<file path="src/core/fsp_params.svh">
// constants of the flash self-program controller
`ifndef FSP_PARAMS_SVH
`define FSP_PARAMS_SVH

// register byte offsets
`define FSP_OFS_CTRL    12'h000
`define FSP_OFS_STATUS  12'h004

// command codes in the low five control bits
`define FSP_CMD_W       5
`define FSP_CMD_NONE    5'h00
`define FSP_CMD_LOAD    5'h01
`define FSP_CMD_ERASE   5'h03
`define FSP_CMD_WRITE   5'h05
`define FSP_CMD_FUSE    5'h09
`define FSP_CMD_REEN    5'h11

// status bit positions
`define FSP_ST_BUSY     0
`define FSP_ST_EEBUSY   1
`define FSP_ST_BUFUSED  2

// fuse and lock pointer values
`define FSP_Z_FUSE_LOW  16'h0000
`define FSP_Z_LOCK      16'h0001
`define FSP_Z_FUSE_EXT  16'h0002
`define FSP_Z_FUSE_HIGH 16'h0003

// acceptance windows in clock cycles
`define FSP_SPM_WIN     3'h4
`define FSP_LPM_WIN     3'h3

// clock rate and least programming time
`define FSP_CLK_KHZ     25000
`define FSP_PROG_US     3700

`endif

</file>
<file path="src/core/fsp_pkg.sv">
// types shared by the flash self-program controller
package fsp_pkg;

  // request from the processor core
  typedef struct packed {
    logic        store_prog;  // store-program instruction strobe
    logic        load_prog;   // load-program instruction strobe
    logic [15:0] pointer;     // address pointer
    logic [15:0] data_word_pair;
  } fsp_core_req_type;

  // fuse and lock bytes, zero means programmed
  typedef struct packed {
    logic [7:0] fuse_low_value;
    logic [7:0] fuse_high_value;
    logic [7:0] fuse_extended_value;
    logic [7:0] lock_value;
  } fsp_fuse_type;

  // flash operation state
  typedef enum logic [1:0] {
    FSP_IDLE  = 2'b00,
    FSP_ERASE = 2'b01,
    FSP_WRITE = 2'b10
  } fsp_state_type;

endpackage : fsp_pkg

</file>
<file path="src/core/fsp_ctrl.sv">
// flash self-program controller with apb control register
`timescale 1ns/1ns
`include "fsp_params.svh"

// Operation
// - erase page: code 03, store within four
// - erase uses only the page index
// - core halted during erase and write
// - load word: code 01, store within four
// - buffer clears: page write, reenable, reset
// - eeprom write discards loaded buffer data
// - write page: code 05, store within four
// - word and page fields; byte bit Z0
// - store accepted from any flash address
// - eeprom busy blocks programming and fuse reads
// - pointer 0001 with select returns lock
// - select and enable self-clear on expiry
// - pointer 0000 returns fuse low byte
// - pointer 0003 returns fuse high byte
// - pointer 0002 returns extended fuse byte
// - programmed bits read zero, else one
// - without select, load returns flash contents
// - system reset never aborts flash write
// - enable stays set until operation ends
// - undefined command codes have no effect
module fsp_ctrl
  import fsp_pkg::*;
#(
  parameter int WORD_BITS = 5,
  parameter int PROG_CYC  =
    (`FSP_PROG_US * `FSP_CLK_KHZ + 999) / 1000
) (
  input  wire logic                 clock,
  input  wire logic                 reset_n,
  input  wire logic                 sys_reset_req,
  input  wire logic                 psel,
  input  wire logic                 penable,
  input  wire logic                 pwrite,
  input  wire logic [11:0]          paddr,
  input  wire logic [31:0]          pwdata,
  output logic [31:0]               prdata,
  output logic                      pready,
  output logic                      pslverr,
  input  wire fsp_core_req_type     core_req,
  output logic                      core_halt,
  output logic [7:0]                load_data,
  output logic                      load_valid,
  input  wire logic                 eeprom_write_busy,
  input  wire logic                 eeprom_write_start,
  input  wire fsp_fuse_type         fuses,
  output logic [15:0]               flash_rd_addr,
  input  wire logic [7:0]           flash_rd_byte,
  output logic                      flash_erase,
  output logic                      flash_write,
  output logic [14-WORD_BITS:0]     flash_page,
  input  wire logic [WORD_BITS-1:0] flash_buf_idx,
  output logic [15:0]               flash_buf_word,
  output logic                      flash_buf_valid
);

  localparam int PW = 15 - WORD_BITS;
  localparam logic [16:0] PROG_N = 17'(PROG_CYC);

  logic [`FSP_CMD_W-1:0] cmd_ff;
  logic [2:0]            age_ff;
  fsp_state_type         state_ff;
  logic [16:0]           tmr_ff;
  logic [PW-1:0]         page_ff;
  logic [7:0]            load_data_ff;
  logic                  load_valid_ff;
  logic                  ctrl_wr;
  logic                  apb_acc;
  logic                  cmd_ok;
  logic                  busy;
  logic                  spm_hit;
  logic                  lpm_fuse;
  logic                  op_done;
  logic                  buf_clear;
  logic                  buf_wr;
  logic                  buf_used;
  logic [`FSP_CMD_W-1:0] wr_cmd;
  logic [7:0]            fuse_byte;

  // apb decode; the slave always answers in the access cycle
  always_comb
  begin
    apb_acc = psel && penable;
    wr_cmd  = pwdata[`FSP_CMD_W-1:0];
    pready  = 1'b1;
    pslverr = apb_acc &&
      (paddr != `FSP_OFS_CTRL) && (paddr != `FSP_OFS_STATUS);
  end

  // only the five defined codes are taken
  always_comb
  begin
    case (wr_cmd)
      `FSP_CMD_LOAD,
      `FSP_CMD_ERASE,
      `FSP_CMD_WRITE,
      `FSP_CMD_FUSE,
      `FSP_CMD_REEN: cmd_ok = 1'b1;
      default:       cmd_ok = 1'b0;
    endcase
  end

  // control write is taken only when idle
  always_comb
  begin
    busy    = (state_ff != FSP_IDLE);
    ctrl_wr = apb_acc && pwrite && (paddr == `FSP_OFS_CTRL) &&
              cmd_ok && !busy && !eeprom_write_busy;
  end

  // read data for the two mapped registers
  always_comb
  begin
    prdata = 32'h0000_0000;
    if (apb_acc && !pwrite)
    begin
      case (paddr)
        `FSP_OFS_CTRL:
          prdata[`FSP_CMD_W-1:0] = cmd_ff;
        `FSP_OFS_STATUS:
        begin
          prdata[`FSP_ST_BUSY]    = busy;
          prdata[`FSP_ST_EEBUSY]  = eeprom_write_busy;
          prdata[`FSP_ST_BUFUSED] = buf_used;
        end
        default:
          prdata = 32'h0000_0000;
      endcase
    end
  end

  // store and load qualification
  always_comb
  begin
    // no address check on the store instruction
    spm_hit  = core_req.store_prog && !busy &&
               (cmd_ff != `FSP_CMD_NONE) &&
               (age_ff < `FSP_SPM_WIN) && !eeprom_write_busy;
    // fuse read needs load within three cycles
    lpm_fuse = core_req.load_prog &&
               (cmd_ff == `FSP_CMD_FUSE) &&
               (age_ff < `FSP_LPM_WIN) && !eeprom_write_busy;
    op_done  = busy && (tmr_ff == 17'h00001);
  end

  // window counter, restarted by each accepted write
  always_ff @(posedge clock or negedge reset_n)
  begin
    if (!reset_n)
      age_ff <= 3'h0;
    else if (ctrl_wr)
      age_ff <= 3'h0;
    else if (age_ff < `FSP_SPM_WIN)
      age_ff <= age_ff + 3'h1;
  end

  // pending command bits and their self-clearing
  always_ff @(posedge clock or negedge reset_n)
  begin
    if (!reset_n)
      cmd_ff <= `FSP_CMD_NONE;
    // enable held while the array operation runs
    else if (busy)
    begin
      if (op_done)
        cmd_ff <= `FSP_CMD_NONE;
    end
    else if (sys_reset_req)
      cmd_ff <= `FSP_CMD_NONE;
    else if (ctrl_wr)
      cmd_ff <= wr_cmd;
    else if (lpm_fuse)
      cmd_ff <= `FSP_CMD_NONE;
    else if (spm_hit && (cmd_ff != `FSP_CMD_ERASE) &&
             (cmd_ff != `FSP_CMD_WRITE))
      cmd_ff <= `FSP_CMD_NONE;
    // clear when the window runs out
    else if ((cmd_ff == `FSP_CMD_FUSE) &&
             (age_ff >= `FSP_LPM_WIN))
      cmd_ff <= `FSP_CMD_NONE;
    // other commands expire after four cycles
    else if (age_ff >= `FSP_SPM_WIN)
      cmd_ff <= `FSP_CMD_NONE;
  end

  // operation state and programming timer
  always_ff @(posedge clock or negedge reset_n)
  begin
    if (!reset_n)
    begin
      state_ff <= FSP_IDLE;
      tmr_ff   <= 17'h00000;
    end
    // system reset does not touch a running operation
    else if (busy)
    begin
      tmr_ff <= tmr_ff - 17'h00001;
      if (op_done)
        state_ff <= FSP_IDLE;
    end
    // erase starts on a store inside the window
    else if (spm_hit && (cmd_ff == `FSP_CMD_ERASE))
    begin
      state_ff <= FSP_ERASE;
      tmr_ff   <= PROG_N;
    end
    // page write starts the same way
    else if (spm_hit && (cmd_ff == `FSP_CMD_WRITE))
    begin
      state_ff <= FSP_WRITE;
      tmr_ff   <= PROG_N;
    end
  end

  // page latch taken from the high pointer bits
  always_ff @(posedge clock or negedge reset_n)
  begin
    if (!reset_n)
      page_ff <= '0;
    // word and byte bits dropped for erase
    else if (spm_hit && !busy &&
             ((cmd_ff == `FSP_CMD_ERASE) ||
              (cmd_ff == `FSP_CMD_WRITE)))
      page_ff <= core_req.pointer[15:WORD_BITS+1];
  end

  // buffer write and clear conditions
  always_comb
  begin
    // load places the word at the word field
    buf_wr    = spm_hit && (cmd_ff == `FSP_CMD_LOAD);
    // clear on page write end, reenable write, reset
    // an eeprom write discards the loaded data
    buf_clear = sys_reset_req || eeprom_write_start ||
                (ctrl_wr && (wr_cmd == `FSP_CMD_REEN)) ||
                (op_done && (state_ff == FSP_WRITE));
  end

  // temporary page buffer
  fsp_page_buf #(
    .WORDS (1 << WORD_BITS),
    .IW    (WORD_BITS)
  ) u_buf (
    .clock    (clock),
    .reset_n  (reset_n),
    .clear    (buf_clear),
    .wr_en    (buf_wr),
    // word field sits above the byte bit
    .wr_idx   (core_req.pointer[WORD_BITS:1]),
    .wr_data  (core_req.data_word_pair),
    .rd_idx   (flash_buf_idx),
    .rd_data  (flash_buf_word),
    .rd_valid (flash_buf_valid),
    .any_used (buf_used)
  );

  // fuse and lock byte chosen by the pointer
  always_comb
  begin
    case (core_req.pointer)
      `FSP_Z_FUSE_LOW:  fuse_byte = fuses.fuse_low_value;
      `FSP_Z_LOCK:      fuse_byte = fuses.lock_value;
      `FSP_Z_FUSE_EXT:  fuse_byte = fuses.fuse_extended_value;
      `FSP_Z_FUSE_HIGH: fuse_byte = fuses.fuse_high_value;
      default:          fuse_byte = 8'hFF;
    endcase
  end

  // load-program answer, one cycle after the request
  always_ff @(posedge clock or negedge reset_n)
  begin
    if (!reset_n)
    begin
      load_data_ff  <= 8'h00;
      load_valid_ff <= 1'b0;
    end
    else
    begin
      load_valid_ff <= core_req.load_prog && !busy;
      // bytes passed unchanged, zero means programmed
      if (lpm_fuse)
        load_data_ff <= fuse_byte;
      // otherwise flash byte at the full pointer
      else if (core_req.load_prog)
        load_data_ff <= flash_rd_byte;
    end
  end

  // outputs toward core and flash array
  always_comb
  begin
    load_data     = load_data_ff;
    load_valid    = load_valid_ff;
    flash_page    = page_ff;
    flash_rd_addr = core_req.pointer;
    // core halted for the whole erase or write
    core_halt     = busy;
    flash_erase   = (state_ff == FSP_ERASE);
    flash_write   = (state_ff == FSP_WRITE);
  end

endmodule : fsp_ctrl

</file>
<file path="src/core/fsp_page_buf.sv">
// temporary page buffer of flip-flops with per-word valid
`timescale 1ns/1ns
module fsp_page_buf
  import fsp_pkg::*;
#(
  parameter int WORDS = 32,
  parameter int IW    = 5
) (
  input  wire logic          clock,
  input  wire logic          reset_n,
  input  wire logic          clear,
  input  wire logic          wr_en,
  input  wire logic [IW-1:0] wr_idx,
  input  wire logic [15:0]   wr_data,
  input  wire logic [IW-1:0] rd_idx,
  output logic [15:0]        rd_data,
  output logic               rd_valid,
  output logic               any_used
);

  logic [15:0]      word_ff [WORDS];
  logic [WORDS-1:0] used_ff;

  // one storage word per entry, cleared to all ones like erased flash
  for (genvar i = 0; i < WORDS; i++)
  begin : g_word
    always_ff @(posedge clock or negedge reset_n)
    begin
      if (!reset_n)
      begin
        word_ff[i] <= 16'hFFFF;
        used_ff[i] <= 1'b0;
      end
      else if (clear)
      begin
        word_ff[i] <= 16'hFFFF;
        used_ff[i] <= 1'b0;
      end
      else if (wr_en && (wr_idx == IW'(i)))
      begin
        word_ff[i] <= wr_data;
        used_ff[i] <= 1'b1;
      end
    end
  end

  // read side toward the flash array
  always_comb
  begin
    rd_data  = word_ff[rd_idx];
    rd_valid = used_ff[rd_idx];
    any_used = |used_ff;
  end

endmodule : fsp_page_buf

</file>
<file path="config.mk">
export PLATFORM = sky130hd
export DESIGN_NAME = fsp_ctrl
export DESIGN_NICKNAME = d
export VERILOG_FILES = /design/src/core/fsp_pkg.sv /design/src/core/fsp_ctrl.sv /design/src/core/fsp_page_buf.sv
export VERILOG_INCLUDE_DIRS = /design/src /design/src/core
export SDC_FILE = /design/constraint.sdc
export NUM_CORES = 1
export LEC_CHECK = 0
export BUFFER_PORTS_ARGS = -buffer_cell sky130_fd_sc_hd__buf_2
export CAP_MARGIN = 20
export CELL_PAD_IN_SITES_DETAIL_PLACEMENT = 2
export CELL_PAD_IN_SITES_GLOBAL_PLACEMENT = 2
export CORE_UTILIZATION = 40
export DETAILED_ROUTE_END_ITERATION = 16
export HOLD_SLACK_MARGIN = 0.03
export MAX_ROUTING_LAYER = met4
export PLACE_DENSITY = 0.77
export SLEW_MARGIN = 20
export SYNTH_ARGS = -nofsm -noshare
export SYNTH_HDL_FRONTEND = slang
export SYNTH_SLANG_ARGS = --single-unit
</file>
<file path="constraint.sdc">
create_clock -name clock -period 6.3 [get_ports clock]
set_clock_uncertainty 0.15 [all_clocks]
set_input_delay 0.63 -clock clock [delete_from_list [all_inputs] [get_ports clock]]
set_output_delay 0.63 -clock clock [all_outputs]
set_load 0.02 [all_outputs]
</file>
==> results by group <==
Logic synthesis
  • Synth cell types: 56
  • Post-synthesis mux area share: 0.121
  • Simple-Gate Fraction of Synth Area: 0.282
  • Number of synthesized flops with an enable pin: 0
  • Post-synthesis sequential area ratio: 0.499
  • #FFs+latches synth: 590
  • Synth area leader: dfstp_2
  • Synth Area in Adders: 0.00162
  • Synthesized netlist cell count: between 3000 and 4000
  • Commonest register cell after synthesis: dfstp_2
  • Largest family of logic cells by synthesized area: simple AND/OR/NAND/NOR gates
  • Synth Area in Compound Gates: 0.0403
  • Yosys warning count: 0
  • Yosys top cell area share: 0.436
  • Xor and xnor area share after synthesis: 0.00284
  • Synth area leaders: dfstp_2 (44%), nand2_1 (13%), mux4_2 (8.0%)
  • Mapped cell area: just over 30000 um^2
  • Post-Syn Area per Cell: approximately 10 um^2
  • Async set-or-reset flop fraction in the synthesized netlist: 1.00

Critical path
  • CP max stage delay: around 630 ps
  • Worst r2r src: cmd_ff[1]$_DFFE_PN0P_
  • Crit Path Class: in2out
  • CP max FO: 43
  • Worst-path cell chain: buf_8 -> buf_4 -> mux4_2 -> mux2_2 -> a21oi_1 -> a31oi_1 -> buf_2
  • Critical Path AT: ~3500 ps
  • R2R setup slack: between 2000 and 3000 ps
  • Reg2Reg Depth: 5
  • CP required: 5520 ps
  • CP top delay family: buffers and inverters
  • Slowest-stage cell, CP: mux4_2
  • Count of buffer and inverter cells on the critical path: 3
  • R2r endpoint: u_buf.word_ff[386]$_DFFE_PN1P_
  • CP Launch Type: input pin
  • CP endpoint kind: primary output

Floorplan
  • Row cnt: 101
  • Die Ht: about 280 um
  • Initial Utilization: 0.405
  • Die Area: ~78000 um^2
  • Total core area: between 70000 and 80000 um^2
  • Die W: ~280 um
  • I/O pins: 220

GRT
  • Global-route wire length before repair: approximately 170 mm
  • GRT Resource Usage Total: 0.299
  • Vias in the first global route: around 28000
  • Initial antenna violation count: 3
  • Pin count of the biggest net entering global routing: 159
  • Global route overflow: 0

Detailed routing
  • Final routed DRC violation total: 0
  • DR vias: between 20000 and 25000
  • WL/cell: 26.9 um
  • Drt initial violations: 1645
  • Pre-Repair DR Iteration Count: 5
  • Drt total wl: between 100 and 150 mm
  • Via density: around 5.8
  • Post-route ant nets: 0

Clocking
  • Clk Latency, worst-skew pair: approximately 630 ps
  • CTS H-tree depth: 3
  • CTS root buf: clkbuf_16
  • Clock Sinks: 590
  • Number of setup buffers added after CTS: 0
  • Worst-path clk slew: 60 ps
  • CTS-repair resized insts: 0
  • TritonCTS buffer count: 73
  • Longest Clk Path Bufs: 3
  • CTS tree: yes
  • Hold bufs inserted after CTS: 1

Power
  • Leakage power total: ~15 nW
  • Power density over cell area: between 200 and 250 nW/um^2
  • Maximum VDD drop: approximately 0.00016 V

Placement
  • Placer congestion estimate: 0.834
  • Port bufs: 164
  • HPWL Detailed: 69.9 mm
  • Setup slack after placement: roughly 2000 ps

STA
  • # setup viols final: 0
  • Hold_ws: 122 ps
  • Final hold violation count: 0
  • Fin. max-slew vios: 0
  • Crit path time final: about 4300 ps
  • Final worst slack: between 2000 and 2500 ps
  • Measured slew at the worst slew-check pin: 1140 ps
  • RSZ-0062 raised after global routing: false
  • Tcrit/Tclk final: 0.682
  • Slew headroom: 0.238
  • Fmax: ~0.23 GHz
  • Final TNS setup: 0 ps

Cells and area
  • Share of layout cells above drive strength 1: 0.399
  • Most common cell after layout, fill and taps aside: nand2_1
  • Layout Nets: 3225
  • Synthesis-to-finish area growth: 11.2%
  • Most frequent cells in the layout: nand2_1 (1051), dfstp_2 (512), nand3_1 (343), nand3_2 (191), buf_2 (161)

Run
  • Maxcap violations: 0

Hold path
  • Hold Crit Class: in2reg
  • Hold Crit Depth: 2
  • Hold EP: flash_page[5]$_DFFE_PN0P_
  • Hold Startpoint: core_req[27]

Outcome
  • Status: complete, no violations
report_power, final:
part / internal, mW / switching (mW)
logic: 0.139 / 0.438
clock network: 2.42 / 1.74
registers: 3.82 / 0.00370
total: 6.37 / 2.18
worst reg2reg max path: stages, from the launching register on:
cell,delay [ps]
dfrtp_1,480
or3b_1,630
nor3b_1,710
nand3_1,1010
nand2_1,350
nand3_1,110
worst max-delay path by stage:
stage	slack (ps)	to	cells past startpoint	startpoint
floorplan	2920	flash_buf_word[12]	9	flash_buf_idx[1]
global placement	2000	flash_buf_word[7]	7	flash_buf_idx[1]
detailed placement	1990	flash_buf_word[7]	7	flash_buf_idx[1]
CTS	1950	flash_buf_word[7]	7	flash_buf_idx[1]
global route	1900	flash_buf_valid	8	flash_buf_idx[1]
finish	2010	flash_buf_word[10]	7	flash_buf_idx[1]
cells in the mapped netlist, types with 5 or more instances:
cell,number
nand2_1,1051
dfstp_2,512
nand3_1,343
nand3_2,191
clkbuf_1,169
mux4_2,110
dfrtp_1,78
mux2_2,78
buf_2,68
buf_4,45
a21oi_1,43
mux2i_1,37
o21a_1,32
nor2_1,31
buf_6,23
or3_1,22
nor3_1,20
o22ai_1,19
a31oi_1,18
nor3_2,18
o211ai_1,18
or2_2,18
a221o_1,17
o21ai_0,14
nor4_1,13
inv_1,11
buf_1,10
nor2b_1,8
nand4_1,7
nor3b_1,7
and3_1,6
or4_1,6
xor2_1,6
a211oi_1,5
a22o_1,5
o221ai_1,5
state kept, by name (all words and copies together), names as in the netlist:
register	cells
flash_page	10
load_valid	1
tmr_ff	17
load_data	8
u_buf.used_ff	32
cmd_ff	5
age_ff	3
state_ff	2
u_buf.word_ff	512
stage by stage:
| stage | cells | cell area, um^2 | total power, mW | utilization |
|---|---|---|---|---|
| final | 4178 | 34300 | 8.55 | 0.451 |
| after global routing | 4177 | 34300 | 8.80 | 0.451 |
| after CTS | 4174 | 34300 | 8.63 | 0.450 |
| after detailed placement | 4043 | 32000 | 4.45 | 0.420 |
| after global placement | 4043 | 32000 | 4.43 | 0.420 |
| after floorplan | 3127 | 31000 | 4.20 | - |
cells by family (layout without fill, tap and decap cells):
kind of cell,Yosys count,in the layout
compound gates,183,183
xor+xnor,10,10
fa+ha+maj,4,4
buf+inv,326,344
flops,590,590
mux,225,225
other cells,2,31
simple gates,1761,1761
area by class of cell:
| class | count | area (um^2) |
|---|---|---|
| clock inverters | 19 | 190 |
| diodes | 3 | 7.51 |
| fillers | 7942 | 41900 |
| multi-input cells | 2211 | 14000 |
| clock buffers | 111 | 2130 |
| well taps | 1030 | 1290 |
| repair buffers | 203 | 1260 |
| flip-flops and latches | 590 | 15400 |
| inverters | 11 | 41.3 |
per-layer routing:
layer  wire (um)  GRT usage
met1       48500      0.379
met2       56300      0.498
met3        3950     0.0301
met4        3600      0.108
met5           0          -
Power figures use the tool's default switching activity.
